[config.mk]
export PLATFORM = sky130hd
export DESIGN_NAME = uart_rx_break
export DESIGN_NICKNAME = d
export VERILOG_FILES = /design/src/verilog/uart_rx_pkg.sv /design/src/verilog/uart_rx_break.sv
export SDC_FILE = /design/constraint.sdc
export NUM_CORES = 1
export LEC_CHECK = 0
export BUFFER_PORTS_ARGS = -buffer_cell sky130_fd_sc_hd__buf_2
export CORE_UTILIZATION = 35
export CTS_CLUSTER_DIAMETER = 100
export DETAILED_ROUTE_END_ITERATION = 7
export SYNTH_ARGS = -nofsm -noshare
export SYNTH_HDL_FRONTEND = slang
export SYNTH_SLANG_ARGS = --single-unit
[constraint.sdc]
create_clock -name sys_clk -period 3.12 [get_ports sys_clk]
set_input_delay 0.468 -clock sys_clk [delete_from_list [all_inputs] [get_ports sys_clk]]
set_output_delay 0.468 -clock sys_clk [all_outputs]
set_load 0.005 [all_outputs]
[src/verilog/uart_rx_pkg.sv]
// Purpose: Shared constants and state encodings for the serial receive and break block.
// Assumes: One system clock; the line input is already synchronous to it.
// Notes:   The design body lives in uart_rx_break.sv.
//
// Functional notes
// - Break starts only after the request bit stays high over divisor+1 clocks.
// - A break is a start bit, then multiples of 13 zeros, then stop bits.
// - Sending a break never raises a transmit interrupt.
// - While the request stays high, break characters follow back to back; the code repeats only the 13 zeros, with no new start bit.
// - After the request drops, finish the current break, then send one or two stops.
// - Words are 8 or 9 bits; in 9-bit mode the top bit goes to its own field.
// - Recovery runs at sixteen ticks per bit; the shifter moves once per bit.
// - Each bit level is a majority vote of three line samples.
// - After the stop bit the shifted word moves into the buffer if it has room.
// - Serial data arrives least significant bit first.
// - The buffer holds two words while a third is shifted in.
// - A third word finishing into a full buffer is dropped and overrun set.
// - Setting receive enable starts the search for a start bit.
// - The data available flag is high whenever the buffer holds a word.
// - A word entering the buffer with interrupt enable set requests an interrupt.
// - An overrun also requests an interrupt when interrupt enable is set.
// - Data available clears only after a status read followed by a data read.
// - A received break is a framing error and ends after data bits plus a stop.
// - A break loads a zero word and sets available, framing and idle flags.
// - After a break wait for a high line before seeking the next start bit.
// - A low stop bit sets framing error; with two stops both must be high.
// - With parity on, a parity mismatch against odd or even sets parity error.
// - Noise in a frame sets the noise flag with the word, data still transferred.
package uart_rx_pkg;

  localparam int          OS_RATE      = 16;      // Oversampling ticks per bit.
  localparam logic [3:0]  OS_LAST      = 4'hf;    // Last tick of a bit period.
  localparam logic [3:0]  SAMPLE_FIRST = 4'h7;    // First of three vote samples.
  localparam logic [3:0]  SAMPLE_LAST  = 4'h9;    // Last of three vote samples.
  localparam logic [3:0]  DECIDE_TICK  = 4'ha;    // Tick at which the vote is read.
  localparam logic [3:0]  BREAK_ZEROS  = 4'hd;    // Zero bits per break group.
  localparam logic [3:0]  BITS_SHORT   = 4'h8;    // Bits in a short word.
  localparam logic [3:0]  BITS_LONG    = 4'h9;    // Bits in a long word.
  localparam int          WORD_W       = 9;       // Widest received word.
  localparam int          ENTRY_W      = 12;      // Word plus its three error flags.
  localparam int          FIFO_DEPTH   = 2;       // Receive buffer entries.
  localparam int          DIV_W        = 8;       // Baud divisor width.

  // Receive sequencer states, one-hot.
  typedef enum logic [4:0] {
    RX_SEEK  = 5'h01,
    RX_START = 5'h02,
    RX_DATA  = 5'h04,
    RX_STOP  = 5'h08,
    RX_WAIT  = 5'h10
  } rx_state_e;

  // Break transmitter states, one-hot.
  typedef enum logic [3:0] {
    TX_IDLE  = 4'h1,
    TX_START = 4'h2,
    TX_ZERO  = 4'h4,
    TX_STOP  = 4'h8
  } tx_state_e;

endpackage

[src/verilog/uart_rx_break.sv]
// Purpose: Serial receive path with two-word buffer, plus break character generation.
// Assumes: receive_line_pin is synchronous to sys_clk; controls are static levels.
// Notes:   One bit lasts sixteen oversampling ticks of (baud_divisor+1) clocks each.
`timescale 1ns/1ps

module rx_fifo #(
  parameter int WIDTH = 12,
  parameter int DEPTH = 2
) (
  input  wire logic             sys_clk,
  input  wire logic             rst,
  input  wire logic             in_valid,
  output logic                  in_ready,
  input  wire logic [WIDTH-1:0] in_data,
  output logic                  out_valid,
  input  wire logic             out_ready,
  output logic [WIDTH-1:0]      out_data
);
  localparam int PTR_W = (DEPTH > 1) ? $clog2(DEPTH) : 1;
  localparam int CNT_W = $clog2(DEPTH + 1);

  // Pointer wrap relies on a power-of-two depth.
  if (DEPTH < 2 || (DEPTH & (DEPTH - 1)) != 0 || WIDTH < 1) begin : g_bad_param
    $error("rx_fifo depth must be a power of two of at least 2");
  end

  typedef struct packed {
    logic [DEPTH-1:0][WIDTH-1:0] mem;
    logic [PTR_W-1:0]            wr;
    logic [PTR_W-1:0]            rd;
    logic [CNT_W-1:0]            cnt;
  } fifo_s;

  fifo_s q;
  fifo_s d;

  assign in_ready  = (q.cnt != CNT_W'(DEPTH));
  assign out_valid = (q.cnt != '0);
  assign out_data  = q.mem[q.rd];

  // Push and pop may share a cycle; the count then stays put.
  always_comb begin
    logic push;
    logic pop;
    push = in_valid && in_ready;
    pop  = out_valid && out_ready;
    d    = q;
    if (push) begin
      d.mem[q.wr] = in_data;
      d.wr        = q.wr + PTR_W'(1);
    end
    if (pop) begin
      d.rd = q.rd + PTR_W'(1);
    end
    if (push && !pop) begin
      d.cnt = q.cnt + CNT_W'(1);
    end else if (pop && !push) begin
      d.cnt = q.cnt - CNT_W'(1);
    end
  end

  always_ff @(posedge sys_clk or posedge rst) begin
    if (rst) begin
      q <= '0;
    end else begin
      q <= d;
    end
  end
endmodule

module uart_rx_break #(
  parameter int DIV_W = uart_rx_pkg::DIV_W,
  parameter int DEPTH = uart_rx_pkg::FIFO_DEPTH
) (
  input  wire logic             sys_clk,
  input  wire logic             rst,
  input  wire logic             receive_line_pin,
  input  wire logic [DIV_W-1:0] baud_divisor,
  input  wire logic             receiver_enable_bit,
  input  wire logic             word_length_select,
  input  wire logic             parity_enable_bit,
  input  wire logic             parity_type_select,
  input  wire logic             two_stop_select,
  input  wire logic             receive_interrupt_enable,
  input  wire logic             break_request_bit,
  input  wire logic             status_read,
  input  wire logic             data_read,
  output logic [7:0]            data_buffer_register,
  output logic                  received_ninth_bit,
  output logic                  receive_available_flag,
  output logic                  overrun_flag,
  output logic                  framing_error_flag,
  output logic                  parity_error_flag,
  output logic                  noise_flag,
  output logic                  receiver_idle_flag,
  output logic                  rx_irq,
  output logic                  tx_line
);
  if (DIV_W < 1 || DIV_W > 16) begin : g_bad_param
    $error("uart_rx_break divisor width must lie in 1..16");
  end

  typedef struct packed {
    logic [DIV_W-1:0]              os_div;
    uart_rx_pkg::rx_state_e        rx_state;
    logic [3:0]                    rx_os;
    logic [3:0]                    rx_bit;
    logic [uart_rx_pkg::WORD_W-1:0] shift;
    logic [2:0]                    votes;
    logic                          line_prev;
    logic                          noisy;
    logic                          stop_two;
    logic [DIV_W:0]                brk_cnt;
    logic                          brk_armed;
    uart_rx_pkg::tx_state_e        tx_state;
    logic [3:0]                    tx_os;
    logic [3:0]                    tx_cnt;
    logic                          tx_stop2;
    logic                          tx_line;
    logic                          seen_status;
    logic                          avail;
    logic                          ovr;
    logic                          ferr;
    logic                          perr;
    logic                          nf;
    logic                          idle;
    logic                          irq;
    logic [7:0]                    dout;
    logic                          ninth;
  } top_s;

  top_s q;
  top_s d;

  logic                             push;
  logic                             push_ready;
  logic [uart_rx_pkg::ENTRY_W-1:0]  push_word;
  logic                             head_valid;
  logic                             pop;
  logic [uart_rx_pkg::ENTRY_W-1:0]  head_word;

  // Received words wait here; a full buffer is what turns a finished word into an overrun.
  rx_fifo #(
    .WIDTH (uart_rx_pkg::ENTRY_W),
    .DEPTH (DEPTH)
  ) u_fifo (
    .sys_clk   (sys_clk),
    .rst       (rst),
    .in_valid  (push),
    .in_ready  (push_ready),
    .in_data   (push_word),
    .out_valid (head_valid),
    .out_ready (pop),
    .out_data  (head_word)
  );

  // A data read only pops when a status read came first.
  assign pop = data_read && q.seen_status && head_valid;

  // Main next-state logic for receiver, buffer flags and break transmitter.
  always_comb begin
    logic                          tick;
    logic                          maj;
    logic [3:0]                    nbits;
    logic [uart_rx_pkg::WORD_W-1:0] word;
    logic                          perr_now;
    logic                          stop_err;
    logic                          finish;
    tick      = (q.os_div == '0);
    maj       = (q.votes[0] & q.votes[1]) | (q.votes[0] & q.votes[2]) |
                (q.votes[1] & q.votes[2]);
    nbits     = word_length_select ? uart_rx_pkg::BITS_LONG : uart_rx_pkg::BITS_SHORT;
    word      = word_length_select ? q.shift : {1'b0, q.shift[8:1]};
    perr_now  = parity_enable_bit && ((^word) != parity_type_select);
    stop_err  = 1'b0;
    finish    = 1'b0;
    push      = 1'b0;
    push_word = '0;
    d         = q;
    d.irq     = 1'b0;

    // One oversampling tick every divisor+1 clocks, sixteen per bit.
    d.os_div = tick ? baud_divisor : q.os_div - DIV_W'(1);

    // Receive sequencer; every step waits on an oversampling tick.
    if (!receiver_enable_bit) begin
      d.rx_state  = uart_rx_pkg::RX_SEEK;
      d.line_prev = 1'b1;
      d.idle      = 1'b1;
    end else if (tick) begin
      d.line_prev = receive_line_pin;
      d.rx_os     = q.rx_os + 4'h1;
      if (q.rx_os >= uart_rx_pkg::SAMPLE_FIRST && q.rx_os <= uart_rx_pkg::SAMPLE_LAST) begin
        d.votes = {q.votes[1:0], receive_line_pin};
      end
      case (q.rx_state)
        uart_rx_pkg::RX_SEEK: begin
          d.rx_os = 4'h0;
          if (q.line_prev && !receive_line_pin) begin
            d.rx_state = uart_rx_pkg::RX_START;
            d.rx_os    = 4'h1;
            d.noisy    = 1'b0;
            d.idle     = 1'b0;
          end
        end
        uart_rx_pkg::RX_START: begin
          if (q.rx_os == uart_rx_pkg::DECIDE_TICK) begin
            if (maj) begin
              d.rx_state = uart_rx_pkg::RX_SEEK; // False start, a glitch only.
              d.idle     = 1'b1;
            end
            d.noisy = q.noisy | ~(&q.votes | ~|q.votes);
          end else if (q.rx_os == uart_rx_pkg::OS_LAST) begin
            d.rx_state = uart_rx_pkg::RX_DATA;
            d.rx_bit   = 4'h0;
          end
        end
        uart_rx_pkg::RX_DATA: begin
          if (q.rx_os == uart_rx_pkg::DECIDE_TICK) begin
            d.shift = {maj, q.shift[8:1]};
            d.noisy = q.noisy | ~(&q.votes | ~|q.votes);
          end else if (q.rx_os == uart_rx_pkg::OS_LAST) begin
            d.rx_bit = q.rx_bit + 4'h1;
            if (q.rx_bit == nbits - 4'h1) begin
              d.rx_state = uart_rx_pkg::RX_STOP;
              d.stop_two = 1'b0;
            end
          end
        end
        uart_rx_pkg::RX_STOP: begin
          if (q.rx_os == uart_rx_pkg::DECIDE_TICK) begin
            d.noisy = q.noisy | ~(&q.votes | ~|q.votes);
            if (!maj) begin
              stop_err = 1'b1;
              finish   = 1'b1;
            end else if (two_stop_select && !q.stop_two) begin
              d.stop_two = 1'b1;
            end else begin
              finish = 1'b1;
            end
          end else if (q.rx_os == uart_rx_pkg::OS_LAST) begin
            d.rx_os = 4'h0; // Second stop bit follows.
          end
        end
        uart_rx_pkg::RX_WAIT: begin
          d.rx_os = 4'h0;
          if (receive_line_pin) begin
            d.rx_state  = uart_rx_pkg::RX_SEEK;
            d.line_prev = 1'b1;
          end
        end
        default: begin
          d.rx_state = uart_rx_pkg::RX_SEEK;
        end
      endcase
    end

    // Word complete: queue it with its flags, or drop it on a full buffer.
    if (finish) begin
      d.idle     = 1'b1;
      d.rx_state = stop_err ? uart_rx_pkg::RX_WAIT : uart_rx_pkg::RX_SEEK;
      d.line_prev = 1'b1;
      push_word  = {stop_err, perr_now, d.noisy, word};
      if (push_ready) begin
        push  = 1'b1;
        d.irq = receive_interrupt_enable;
      end else begin
        d.ovr = 1'b1;
        d.irq = receive_interrupt_enable;
      end
    end

    // Buffer head is mirrored into registered outputs one clock later.
    d.avail = head_valid;
    d.dout  = head_word[7:0];
    d.ninth = head_word[8];
    d.ferr  = head_valid & head_word[11];
    d.perr  = head_valid & head_word[10];
    d.nf    = head_valid & head_word[9];

    // Status then data read clears the sticky overrun; a new overrun wins.
    if (status_read) begin
      d.seen_status = 1'b1;
    end else if (data_read) begin
      d.seen_status = 1'b0;
      if (q.seen_status && !(finish && !push_ready)) begin
        d.ovr = 1'b0;
      end
    end

    // Break request must be held longer than one divisor period before arming.
    if (!break_request_bit) begin
      d.brk_cnt = '0;
    end else if (q.brk_cnt <= {1'b0, baud_divisor}) begin
      d.brk_cnt = q.brk_cnt + (DIV_W + 1)'(1);
    end else begin
      d.brk_armed = 1'b1;
    end
    if (!break_request_bit) begin
      d.brk_armed = 1'b0;
    end

    // Break transmitter; it has no interrupt output at all.
    if (tick) begin
      d.tx_os = q.tx_os + 4'h1;
      case (q.tx_state)
        uart_rx_pkg::TX_IDLE: begin
          d.tx_os   = 4'h0;
          d.tx_line = 1'b1;
          if (q.brk_armed) begin
            d.tx_state = uart_rx_pkg::TX_START;
            d.tx_line  = 1'b0;
          end
        end
        uart_rx_pkg::TX_START: begin
          if (q.tx_os == uart_rx_pkg::OS_LAST) begin
            d.tx_state = uart_rx_pkg::TX_ZERO;
            d.tx_cnt   = 4'h0;
          end
        end
        uart_rx_pkg::TX_ZERO: begin
          if (q.tx_os == uart_rx_pkg::OS_LAST) begin
            d.tx_cnt = q.tx_cnt + 4'h1;
            if (q.tx_cnt == uart_rx_pkg::BREAK_ZEROS - 4'h1) begin
              d.tx_cnt = 4'h0;
              if (!break_request_bit) begin
                d.tx_state = uart_rx_pkg::TX_STOP;
                d.tx_line  = 1'b1;
                d.tx_stop2 = two_stop_select;
              end
            end
          end
        end
        uart_rx_pkg::TX_STOP: begin
          if (q.tx_os == uart_rx_pkg::OS_LAST) begin
            if (q.tx_stop2) begin
              d.tx_stop2 = 1'b0;
            end else begin
              d.tx_state = uart_rx_pkg::TX_IDLE;
            end
          end
        end
        default: begin
          d.tx_state = uart_rx_pkg::TX_IDLE;
          d.tx_line  = 1'b1;
        end
      endcase
    end
    // Holding the request keeps the zero groups running back to back.
    if (q.tx_state == uart_rx_pkg::TX_ZERO && break_request_bit) begin
      d.tx_line = 1'b0;
    end
  end

  // All state in one register; the idle line levels come out high.
  always_ff @(posedge sys_clk or posedge rst) begin
    if (rst) begin
      q           <= '0;
      q.rx_state  <= uart_rx_pkg::RX_SEEK;
      q.tx_state  <= uart_rx_pkg::TX_IDLE;
      q.line_prev <= 1'b1;
      q.tx_line   <= 1'b1;
      q.idle      <= 1'b1;
    end else begin
      q <= d;
    end
  end

  assign data_buffer_register   = q.dout;
  assign received_ninth_bit     = q.ninth;
  assign receive_available_flag = q.avail;
  assign overrun_flag           = q.ovr;
  assign framing_error_flag     = q.ferr;
  assign parity_error_flag      = q.perr;
  assign noise_flag             = q.nf;
  assign receiver_idle_flag     = q.idle;
  assign rx_irq                 = q.irq;
  assign tx_line                = q.tx_line;
endmodule

Word level (Yosys, flattened, before mapping)
Cells that the tools add are included.
{"block": "word_totals", "ff_bits": 105, "in_bits": 20, "output_inout_bits": 17, "word_cells": 255}
{"block": "op_classes", "addsub": 11, "order_cmp": 6, "eq_ne": 49, "muxes": 101, "bitwise_logic": 11, "reduce_logical": 46}
{"op": "two-way mux 4 bit", "n": 15}
{"op": "two-way mux 9 bit", "n": 6}
{"op": "two-way mux 5 bit", "n": 10}
{"op": "two-way mux 12 bit", "n": 4}
{"op": "two-way mux 1 bit", "n": 43}
{"op": "!= test 2 bit, second input constant", "n": 17}
{"op": "two-way mux 28 bit", "n": 1}
{"op": "!= test 4 bit, second input constant", "n": 7}
{"op": "one-hot mux 5 bit (5 select lines)", "n": 1}
{"op": "bitwise mux 24 bit", "n": 1}
{"op": "equality test 4 bit, second input constant", "n": 5}
{"op": "AND reduction 9 bit", "n": 2}
{"op": "adder 4 x 1 -> 4 bit, second input constant", "n": 4}
{"op": "one-hot mux 4 bit (2 select lines)", "n": 2}
{"op": "one-hot mux 4 bit (4 select lines)", "n": 1}
{"op": "nonzero test 2 bit", "n": 8}
{"op": "logical AND 1 bit", "n": 14}
{"op": "demux 12 bit (select 1 bit)", "n": 1}
{"op": "two-way mux 2 bit", "n": 6}
{"op": "two-way mux 6 bit", "n": 2}
{"op": "one-hot mux 4 bit (3 select lines)", "n": 1}
{"op": "!= test 5 bit, second input constant", "n": 2}
{"op": "AND reduction 5 bit", "n": 2}
{"op": "adder 9 x 1 -> 9 bit, second input constant", "n": 1}
{"op": "other kinds (43)", "n": 68}

Logic depth before layout (Yosys ltp)
Gate-level depths: netlist of the first run.
{"block": "depth", "depth_word": 14, "depth_mapped": 10, "ltp_nobuf": 10}

Cells and area by module
Synthesis of the first run repeated with hierarchy kept, for this count alone.
{"block": "unflattened", "hier_cells": 520, "area_unflattened_um2": 5630.4}
{"module": "uart_rx_break", "instances": 1, "cells_per_inst": 439, "area_each_um2": 4294.1, "seq_area_each_um2": 1933.1}
{"module": "rx_fifo", "instances": 1, "cells_per_inst": 81, "area_each_um2": 1336.3, "seq_area_each_um2": 700.7}

Worst setup path before layout of the first run
Ideal clock, no wire load.
{"block": "synth_path", "kind": "reg2reg", "start": "register q[69] (netlist bit)", "end": "register u_fifo.q[1] (netlist bit)", "setup_time_ps": 125, "t_arrival_ps": 2071, "t_required_ps": 2995, "path_slack_ps": 924, "stages_incl_launch_ff": 11, "path_buffers": 0, "synth_period_minus_slack_ps": 2196, "path_cell_list": "dfrtp_1 > inv_1 > ha_1 > nor3b_2 > nand3_4 > nor3_4 > and2_1 > ha_1 > xor2_1 > nor2_1 > xor2_1"}
{"block": "synth_between", "elab_chain_len": 8}
{"item": "start: declaration", "line": "uart_rx_break.sv:132", "rtl": "top_s q;"}
{"item": "zero test 8 bit (*)", "line": "uart_rx_break.sv:169", "rtl": "tick = (q.os_div == '0);"}
{"item": "two-way mux 1 bit (*)", "line": "uart_rx_break.sv:190", "rtl": "end else if (tick) begin"}
{"item": "two-way mux 1 bit (*)", "line": "uart_rx_break.sv:186", "rtl": "if (!receiver_enable_bit) begin"}
{"item": "two-way mux 1 bit (*)", "line": "uart_rx_break.sv:259", "rtl": "if (finish) begin"}
{"item": "logical AND 1 bit (*)", "line": "uart_rx_break.sv:45", "rtl": "push = in_valid && in_ready;"}
{"item": "zero test 1 bit", "line": "uart_rx_break.sv:57", "rtl": "end else if (pop && !push) begin"}
{"item": "logical AND 1 bit", "line": "uart_rx_break.sv:57"}
{"item": "nonzero test 2 bit (no line)"}
{"item": "end signal: assignment", "line": "uart_rx_break.sv:64", "rtl": "q <= '0;"}
{"item": "end signal: assignment", "line": "uart_rx_break.sv:66", "rtl": "q <= d;"}
{"item": "end: declaration", "line": "uart_rx_break.sv:34", "rtl": "fifo_s q;"}
Mark *: on every way between the ends. The rest lies on a longest branch, timed or not.
A chain may end at the register's enable or synchronous reset.

Final worst setup path of the first run
{"block": "layout_path", "start": "register q[69] (netlist bit)", "end": "register u_fifo.q[16] (netlist bit)"}
{"block": "layout_between", "elab_chain_len": 5}
{"item": "zero test 8 bit (*)", "line": "uart_rx_break.sv:169"}
{"item": "two-way mux 1 bit (*)", "line": "uart_rx_break.sv:190"}
{"item": "two-way mux 1 bit (*)", "line": "uart_rx_break.sv:186"}
{"item": "two-way mux 12 bit / two-way mux 1 bit (equally long branches)", "line": "uart_rx_break.sv:259"}
{"item": "bitwise mux 24 bit / logical AND 1 bit (equally long branches)", "line": "uart_rx_break.sv:49, uart_rx_break.sv:45"}
Marked as above.

==> impl_metrics.py, run 1 <==
metrics = {
    "power_and_ir_drop": {
        "power_density_nw_per_um2": 442.5,
        "p_leak_nw": 2.987,
        "peakVddDrop_v": 0.0002606,
        "power_mw": 2.764,
    },
    "place": {
        "placed_cell_area_um2": 5952,
        "place_ws_ns": 0.6007,
        "place_hpwl_um": 8161,
        "gp_congestion": 0.8478,
        "numPortBuffers": 36,
    },
    "critical_path": {
        "critPathSlowestCell": "mux2_4",
        "crit_path_start": "q[69]",
        "crit_type": "reg2reg",
        "rrSetupSlack_ns": 0.60,
        "start_kind": "flop",
        "worstSetupEndpointType": "flop",
        "regToRegEndpoint": "u_fifo.q[16]",
        "cp.arrival_ns": 2.74,
        "crit_buf_inv": 1,
        "r2r_cells": 7,
        "slowest_delay_ns": 0.42,
        "crit_chain": "inv_1 -> ha_1 -> nor3b_2 -> nand3_4 -> nor3_2 -> nand3_2 -> mux2_4",
        "critPathRequiredTime_ns": 3.34,
        "cp.depth": 7,
        "crit_end": "u_fifo.q[16]",
        "cpLargestDelayFamily": "simple AND/OR/NAND/NOR gates",
        "worst-path-max-fanout": 15,
        "r2r_start": "q[69]",
    },
    "global_routing": {
        "grt_pass1_vias": 3941,
        "grt_start_max_net_pins": 41,
        "grt_pass1_wl_um": 18600,
        "antenna_found_initial": 0,
        "grt_usage_pct": 14.22,
        "grt_overflow": 0,
    },
    "sta": {
        "drv_slew": 0,
        "fmax_mhz": 397.1,
        "skew_ns": 0.005062,
        "slew_headroom_pct": 42.57,
        "setup_viol": 0,
        "final.min_clock_period_ns": 2.518,
        "fin_tns_setup_ns": 0,
        "worst_pin_slew_ns": 0.8596,
        "rsz0062_at_grt": "no",
        "hold_viol_final": 0,
        "min_period_over_period_pct": 80.72,
        "timing.final.ws_setup_ns": 0.6015,
    },
    "cells_and_area": {
        "drive_gt1_share_pct": 21.20,
        "syn_to_final_growth_pct": 11.93,
        "seq_area_um2": 2634,
        "final_nets": 601,
        "multiInputGateArea_um2": 2703,
        "antenna_cells": 0,
        "num-fill-cells": 1511,
        "stdcell_area_um2": 6246,
        "final_common_cell": "dfrtp_1",
        "final_cell_mix": "100 x dfrtp_1, 44 x nand2_1, 42 x o21ai_0",
    },
    "clocking": {
        "cts_resized": 0,
        "htreeDepth": 3,
        "path_clk_slew_ns": 0.06,
        "numCtsBuffers": 9,
        "clock_path_buffers": 2,
        "ctsHoldBuffers": 0,
        "clockRootBuffer": "clkbuf_16",
        "cts_tree": "built",
        "post-cts-setup-buffers": 0,
        "clkSinkCount": 105,
        "clock_latency_ns": 0.34,
    },
    "die": {
        "die_h_um": 128.3,
        "initial_core_util_pct": 36.30,
        "die_area_um2": 16450,
        "die_w_um": 128.3,
        "core_um2": 15370,
        "rows": 45,
        "io_pins": 37,
    },
    "detailed_routing": {
        "first_pass_iters": 4,
        "drtIter0Drc": 176,
        "vias": 3905,
        "vias_per_cell": 5.026,
        "ant_nets": 0,
        "routed_wl_um": 10890,
        "wl_per_cell_um": 14.01,
        "route.detailed.drc": 0,
    },
    "synth": {
        "synth_edf_count": 0,
        "synthArstFlopShare_pct": 100.0,
        "synth_cell_types": 64,
        "synth_nets": 573,
        "avgSynthCellArea_um2": 10.47,
        "synth-seq-cells": 105,
        "yosysSeqAreaShare_pct": 47.20,
        "syn_area_um2": 5580,
        "yosysWarnings": 0,
        "synthFlopType": "dfrtp_1",
        "synth_cells": 533,
    },
    "run_status": {
        "status": "complete, no violations",
    },
    "hold_path": {
        "hold_class": "in2async",
    },
    "flow_run": {
        "maxCapViolCount": 0,
    },
}
==> worst register-to-register path, stage by stage, from the launching register on <==
cell     delay [ns]
dfrtp_1        0.40
inv_1          0.11
ha_1           0.14
nor3b_2        0.41
nand3_4        0.27
nor3_2         0.30
nand3_2        0.37
mux2_4         0.42
==> synthesized netlist by cell type (7+ instances only) <==
library cell | n | area [um2]
and2_1 | 11 | 68.82
dfrtp_1 | 100 | 2502
ha_1 | 20 | 250.2
o21ai_0 | 42 | 210.2
mux2_1 | 8 | 90.09
nor3_1 | 10 | 50.05
xor2_1 | 12 | 105.1
nand3_1 | 21 | 105.1
mux2i_1 | 8 | 80.08
inv_1 | 28 | 105.1
xnor2_1 | 15 | 131.4
mux2_4 | 7 | 105.1
nand2_1 | 44 | 165.2
a21oi_1 | 21 | 105.1
clkbuf_1 | 10 | 37.54
nand2b_1 | 7 | 43.79
mux2_2 | 35 | 394.1
buf_4 | 8 | 60.06
nor2_1 | 33 | 123.9
==> through the flow <==
| stage | util (%) | std cells | hold WS (ns) |
|---|---|---|---|
| final | 40.63 | 777 | 0.2904 |
| after global routing | 40.63 | 777 | 0.3204 |
| after global placement | 38.72 | 761 | 0.4626 |
| after floorplan | - | 533 | 0.4414 |
| after detailed placement | 38.72 | 761 | 0.4740 |
| after CTS | 40.63 | 777 | 0.3110 |
==> flip-flops by register name, indices dropped and copies added (netlist names) <==
register and count:
noise_flag 1, overrun_flag 1, rx_irq 1, received_ninth_bit 1, parity_error_flag 1, tx_line 1, u_fifo.q 28, receive_available_flag 1
framing_error_flag 1, q 60, data_buffer_register 8, receiver_idle_flag 1
==> logic make-up (layout without fill, tap and decap cells) <==
kind of cell               count (synthesis)  after routing  share of synthesized area, %
buffers and inverters                     52             85                         4.372
adders and majority gates                 21             21                         4.664
AOI/OAI and AO/OA                         97             97                         10.49
muxes                                     58             58                         12.00
DFF                                      105            105                         47.20
and+or+nand+nor                          173            173                         17.04
xor gates and xnor gates                  27             27                         4.238
==> routing by layer <==
layer | routed length (um) | track usage [%]
met1 | 5042 | 17.77
met2 | 5386 | 24.36
met3 | 355 | 3.381
met4 | 104 | 4.083
met5 | 0 | 0
==> how the worst min path moves through the flow <==
stage | end | slack (ns) | depth (start not counted)
floorplan | q[69] | 0.44 | 1
detailed placement | q[22] | 0.47 | 1
global route | q[16] | 0.32 | 2
global placement | q[69] | 0.46 | 1
CTS | q[47] | 0.31 | 2
finish | q[48] | 0.29 | 2
==> power by group <==
group | total [mW] | switching, mW | internal (mW)
sequential | 1.47 | 0.0595 | 1.41
combinational | 0.210 | 0.121 | 0.0890
clock | 1.09 | 0.478 | 0.609
total | 2.76 | 0.659 | 2.10
==> final cells by class <==
class,instances,area share (%)
Clock buffer,13,4.327
Sequential cell,105,42.17
Tap cell,211,4.227
Multi-Input combinational cell,376,43.27
Timing Repair Buffer,41,3.886
Inverter,28,1.743
Clock inverter,3,0.3806
No activity file was read; power rests on OpenSTA's default activity.
==> run 2: changes to the inputs <==
==> constraint.sdc (replaced) <==
create_clock -name sys_clk -period 2.05 [get_ports sys_clk]
set_input_delay 0.3075 -clock sys_clk [delete_from_list [all_inputs] [get_ports sys_clk]]
set_output_delay 0.3075 -clock sys_clk [all_outputs]
set_load 0.005 [all_outputs]
==> run 2 against run 1 <==
  * Core utilization is 4.7 points higher
  * Critical endpoint is now u_fifo.q[15]
  * Total power is 63% higher
  * Sequential share of layout area is 4.4 points lower
  * Sequential power is 52% higher
  * Setup slack worse by 0.65 ns
  * Die area stayed put
  * Critical path depth is 1 higher
  * Fmax is 20% higher
  * Hold slack worse by 0.26 ns
  * Wire length is 16% higher
  * The run now ends with negative setup slack left
  * Non-clock buffer count is 60 higher
  * Largest cell class unchanged
  * Critical path type unchanged
==> impl_metrics.py, run 2 (synthesized netlist as in run 1, its figures left out) <==
metrics = {
    "run_status": {
        "status": "finished with violations",
        "failed_checks": "negative setup slack",
    },
    "critical_path": {
        "cpLargestDelayFamily": "simple AND/OR/NAND/NOR gates",
        "crit_chain": "inv_2 -> ha_4 -> and3b_2 -> nand4_1 -> nor3_4 -> buf_4 -> and3_4 -> mux2_1",
        "worstSetupEndpointType": "flop",
        "r2r_cells": 8,
        "slowest_delay_ns": 0.39,
        "crit_type": "reg2reg",
        "worst-path-max-fanout": 5,
        "critPathSlowestCell": "dfrtp_1",
        "start_kind": "flop",
        "crit_buf_inv": 2,
        "critPathRequiredTime_ns": 2.28,
        "rrSetupSlack_ns": -0.04,
        "cp.arrival_ns": 2.33,
        "r2r_start": "q[60]",
        "regToRegEndpoint": "u_fifo.q[15]",
    },
    "sta": {
        "setup_viol": 12,
        "skew_ns": 0.006209,
        "fmax_mhz": 477.5,
        "min_period_over_period_pct": 102.2,
        "hold_viol_final": 0,
        "rsz0062_at_grt": "yes",
        "slew_headroom_pct": 56.53,
        "final.min_clock_period_ns": 2.094,
        "timing.final.ws_setup_ns": -0.04428,
        "hold_ws_ns": 0.02884,
        "drv_slew": 0,
        "worst_pin_slew_ns": 0.6520,
    },
    "cells_and_area": {
        "drive_gt1_share_pct": 32.70,
        "final_cell_mix": "100 x dfrtp_1, 58 x buf_4, 43 x nand2_1",
        "largest_reg_flops": 60,
        "final_common_cell": "dfrtp_1",
        "regMostFlops": "q",
        "antenna_cells": 0,
        "final_nets": 662,
        "syn_to_final_growth_pct": 25.00,
    },
    "global_routing": {
        "grt_pass1_vias": 4321,
        "grt_overflow": 0,
        "grt_start_max_net_pins": 29,
        "grt_usage_pct": 15.72,
        "grt_pass1_wl_um": 20680,
        "antenna_found_initial": 0,
    },
    "detailed_routing": {
        "route.detailed.drc": 0,
        "ant_nets": 0,
        "vias_per_cell": 5.050,
        "drtIter0Drc": 129,
        "first_pass_iters": 4,
        "vias": 4232,
        "routed_wl_um": 12600,
        "wl_per_cell_um": 15.04,
    },
    "clocking": {
        "numCtsBuffers": 9,
        "htreeDepth": 3,
        "clock_path_buffers": 2,
        "path_clk_slew_ns": 0.07,
        "cts_tree": "built",
        "clockRootBuffer": "clkbuf_16",
        "clkSinkCount": 105,
        "ctsHoldBuffers": 0,
        "clock_latency_ns": 0.35,
    },
    "flow_run": {
        "maxCapViolCount": 0,
    },
    "power_and_ir_drop": {
        "p_leak_nw": 3.354,
        "peakVddDrop_v": 0.0004319,
        "power_density_nw_per_um2": 644.4,
        "power_mw": 4.495,
    },
    "die": {
        "die_h_um": 128.3,
        "initial_core_util_pct": 36.30,
        "die_area_um2": 16450,
        "die_w_um": 128.3,
        "core_um2": 15370,
        "io_pins": 37,
        "rows": 45,
    },
    "place": {
        "gp_congestion": 0.8604,
        "place_hpwl_um": 8837,
        "numPortBuffers": 36,
    },
    "hold_path": {
        "hold_class": "in2async",
    },
}
-- run 2: routing by layer --
metal,track usage (%),part of all wire (%)
met5,0,0
met4,4.152,1.1
met3,3.589,3.0
met2,27.41,51
met1,19.45,45
-- run 2: timing repair --
| item | 4_1_cts | 5_1_grt |
|---|---|---|
| setup buffers | 3 | 11 |
| setup endpoints to repair | 25 | 51 |
| gates resized for setup | 9 | 37 |
| pin swaps | 4 | 12 |
| cloned | 1 | 1 |
-- run 2: worst max path at each step --
| stage | depth (start not counted) | slack, ns | endpoint | from |
|---|---|---|---|---|
| 2_1_floorplan | 10 | -0.10 | u_fifo.q[1] | q[60] |
| 3_3_place_gp | 9 | -0.02 | q[34] | baud_divisor[6] |
| 3_5_place_dp | 9 | -0.14 | q[40] | baud_divisor[6] |
| 4_1_cts | 7 | -0.02 | u_fifo.q[9] | q[60] |
| 5_1_grt | 8 | -0.11 | u_fifo.q[8] | q[60] |
| 6_report | 8 | -0.04 | u_fifo.q[15] | q[60] |
-- run 2: worst reg2reg max path, delay by kind of cell, from the launching register on --
kind                     cells  cell delay, ns
adder cells (fa/ha/maj)      1            0.13
AND/OR/NAND/NOR              4            0.91
multiplexers                 1            0.33
buffers and inverters        2            0.24
flip-flops                   1            0.39
-- run 2: cell type report --
class	count	area (um2)
fillers	1437	8396
repair buffers	101	755.7
flip-flops and latches	105	2634
inverters	28	108.9
clock buffers	11	232.7
well taps	211	264.0
multi-input cells	377	2900
clock inverters	5	80.08
-- run 2: stage by stage --
stage	setup WS [ns]	setup TNS, ns	utilization [%]	std cells	cell area (um2)
6_report	-0.04428	-0.3250	45.38	838	6975
4_1_cts	-0.01698	-0.08404	43.69	826	6715
2_1_floorplan	-0.1005	-0.6710	-	533	5595
5_1_grt	-0.1142	-2.257	45.38	838	6975
3_5_place_dp	-0.1429	-1.021	41.24	806	6339
3_3_place_gp	-0.01924	-0.07188	41.24	806	6339
-- run 2: power by group --
group          leakage, nW  switching (mW)  internal, mW
clock network        0.146           0.769          1.07
registers             1.40           0.100          2.14
logic                 1.81           0.217         0.197
==> run 3: changes to the inputs <==
--- a/config.mk
+++ b/config.mk
@@ -6,9 +6,10 @@
 export NUM_CORES = 1
 export LEC_CHECK = 0
 export BUFFER_PORTS_ARGS = -buffer_cell sky130_fd_sc_hd__buf_2
-export CORE_UTILIZATION = 35
+export CORE_UTILIZATION = 55
 export CTS_CLUSTER_DIAMETER = 100
 export DETAILED_ROUTE_END_ITERATION = 7
+export PLACE_DENSITY = 0.76
 export SYNTH_ARGS = -nofsm -noshare
 export SYNTH_HDL_FRONTEND = slang
 export SYNTH_SLANG_ARGS = --single-unit
==> run 3 against run 2 <==
  * Clock-buffer cell count fell by 2
  * Non-clock buffer count up 3
  * The run still ends with negative setup slack left
  * Hold slack better by 0.086 ns
  * Sequential power is essentially flat
  * Fmax is 1.4% higher
==> impl_metrics.py, run 3 (synthesized netlist as in run 1, its figures left out) <==
metrics = {
    "die": {
        "core_um2": 9819,
        "initial_core_util_pct": 56.83,
        "io_pins": 37,
        "die_h_um": 102.7,
        "die_w_um": 102.7,
        "die_area_um2": 10550,
        "rows": 36,
    },
    "global_routing": {
        "grt_usage_pct": 24.83,
        "grt_pass1_vias": 4135,
        "grt_pass1_wl_um": 19780,
        "grt_overflow": 0,
        "antenna_found_initial": 0,
        "grt_start_max_net_pins": 33,
    },
    "clocking": {
        "clock_path_buffers": 2,
        "clock_latency_ns": 0.39,
        "htreeDepth": 3,
        "cts_tree": "built",
        "numCtsBuffers": 9,
        "clkSinkCount": 105,
        "clockRootBuffer": "clkbuf_8",
        "path_clk_slew_ns": 0.11,
    },
    "place": {
        "place_hpwl_um": 8613,
        "dp.cells": 730,
        "gp_congestion": 0.8716,
        "numPortBuffers": 36,
        "placed_cell_area_um2": 6218,
        "place_ws_ns": -0.1198,
    },
    "detailed_routing": {
        "wl_met3_um": 416,
        "first_pass_iters": 4,
        "vias": 4287,
        "drtIter0Drc": 189,
        "met2_length_um": 6794,
        "maxUsedRoutingLayer": "met4",
        "wl_per_cell_um": 16.76,
        "routed_wl_um": 12790,
        "route.detailed.drc": 0,
        "vias_per_cell": 5.619,
        "drt-met1-wl_um": 5338,
        "ant_nets": 0,
    },
    "flow_run": {
        "maxCapViolCount": 0,
    },
    "cells_and_area": {
        "largest_reg_flops": 60,
        "antenna_cells": 0,
        "stdcell_area_um2": 6794,
        "postLayoutCoreUtil_pct": 69.19,
        "drive_gt1_share_pct": 34.76,
        "final_common_cell": "dfrtp_1",
        "final_cell_mix": "100 x dfrtp_1, 59 x buf_4, 43 x nand2_1",
        "final_cells": 763,
        "final_nets": 665,
        "syn_to_final_growth_pct": 21.75,
        "num-fill-cells": 747,
        "regMostFlops": "q",
    },
    "run_status": {
        "failed_checks": "negative setup slack",
        "status": "finished with violations",
    },
    "critical_path": {
        "crit_type": "reg2reg",
        "cpLargestDelayFamily": "simple AND/OR/NAND/NOR gates",
        "crit_chain": "inv_2 -> ha_4 -> and3b_2 -> nand4_1 -> buf_6 -> nor3_4 -> and2_4 -> ha_4 -> xor2_1 -> nor2_2 -> xor2_1",
        "worstSetupEndpointType": "flop",
        "slowest_delay_ns": 0.41,
        "critPathSlowestCell": "dfrtp_1",
        "crit_path_start": "q[60]",
        "r2r_start": "q[60]",
        "critPathRequiredTime_ns": 2.32,
        "worst-path-max-fanout": 4,
        "cp.arrival_ns": 2.34,
        "crit_buf_inv": 2,
        "start_kind": "flop",
    },
    "sta": {
        "slew_headroom_pct": 51.77,
        "min_period_over_period_pct": 100.7,
        "fin_tns_setup_ns": -0.01598,
        "drv_slew": 0,
        "timing.final.ws_setup_ns": -0.01439,
        "hold_ws_ns": 0.1151,
        "fmax_mhz": 484.4,
        "final.min_clock_period_ns": 2.064,
        "rsz0062_at_grt": "yes",
        "setup_viol": 2,
        "worst_pin_slew_ns": 0.7234,
        "hold_viol_final": 0,
        "skew_ns": 0.01068,
    },
    "power_and_ir_drop": {
        "peakVddDrop_v": 0.0005367,
        "power_mw": 3.939,
        "power_density_nw_per_um2": 579.7,
        "p_leak_nw": 3.305,
    },
    "hold_path": {
        "hold_class": "in2reg",
        "min_from": "status_read",
    },
}
run 3: changes by cell type in the layout (fill, tap and decap cells not counted), sizes merged:
cell | previous run | this run
inv | 27 | 31
bufinv | 2 | 0
clkbuf | 12 | 9
buf | 100 | 103
dlygate4sd3 | 0 | 1
run 3: per-layer routing:
| layer | GRT usage, % | vias to the layer above |
|---|---|---|
| met5 | 0 | - |
| met4 | 8.681 | 0 |
| met3 | 4.746 | 23 |
| li1 | - | 2052 |
| met1 | 30.27 | 2118 |
| met2 | 43.90 | 94 |
run 3: worst paths after layout:
| path | to | slack [ns] | cells past startpoint |
|---|---|---|---|
| max in group asynchronous | q[40] | 0.92 | 4 |
| min reg2reg | q[22] | 0.50 | 1 |
| min | q[16] | 0.12 | 2 |
| min in group asynchronous | data_buffer_register[3] | 0.49 | 3 |
| max reg2reg | u_fifo.q[1] | -0.01 | 11 |
| max | u_fifo.q[1] | -0.01 | 11 |
run 3: cell type report:
cell class / instances / area (um2) / share of cell area [%]
clock buffers: 9 / 123.9 / 1.823
well taps: 133 / 166.4 / 2.449
inverters: 28 / 108.9 / 1.602
repair buffers: 104 / 740.7 / 10.90
multi-input cells: 377 / 2960 / 43.57
flip-flops and latches: 105 / 2634 / 38.77
clock inverters: 7 / 60.06 / 0.8840
run 3: repair_timing:
item | in CTS | in global routing
endpoints found under the hold margin | 16 | 0
cloned | 1 | 0
endpoints found under the setup margin | 23 | 52
gates resized for setup | 10 | 56
hold buffers | 1 | 0
setup buffers | 3 | 12
pin swaps | 5 | 18
run 3: report_power, final:
part | leakage (nW) | switching, mW | total, mW | internal (mW)
clock | 0.0901 | 0.792 | 1.26 | 0.465
combinational | 1.81 | 0.231 | 0.451 | 0.220
sequential | 1.40 | 0.0899 | 2.23 | 2.14
total | 3.31 | 1.11 | 3.94 | 2.83
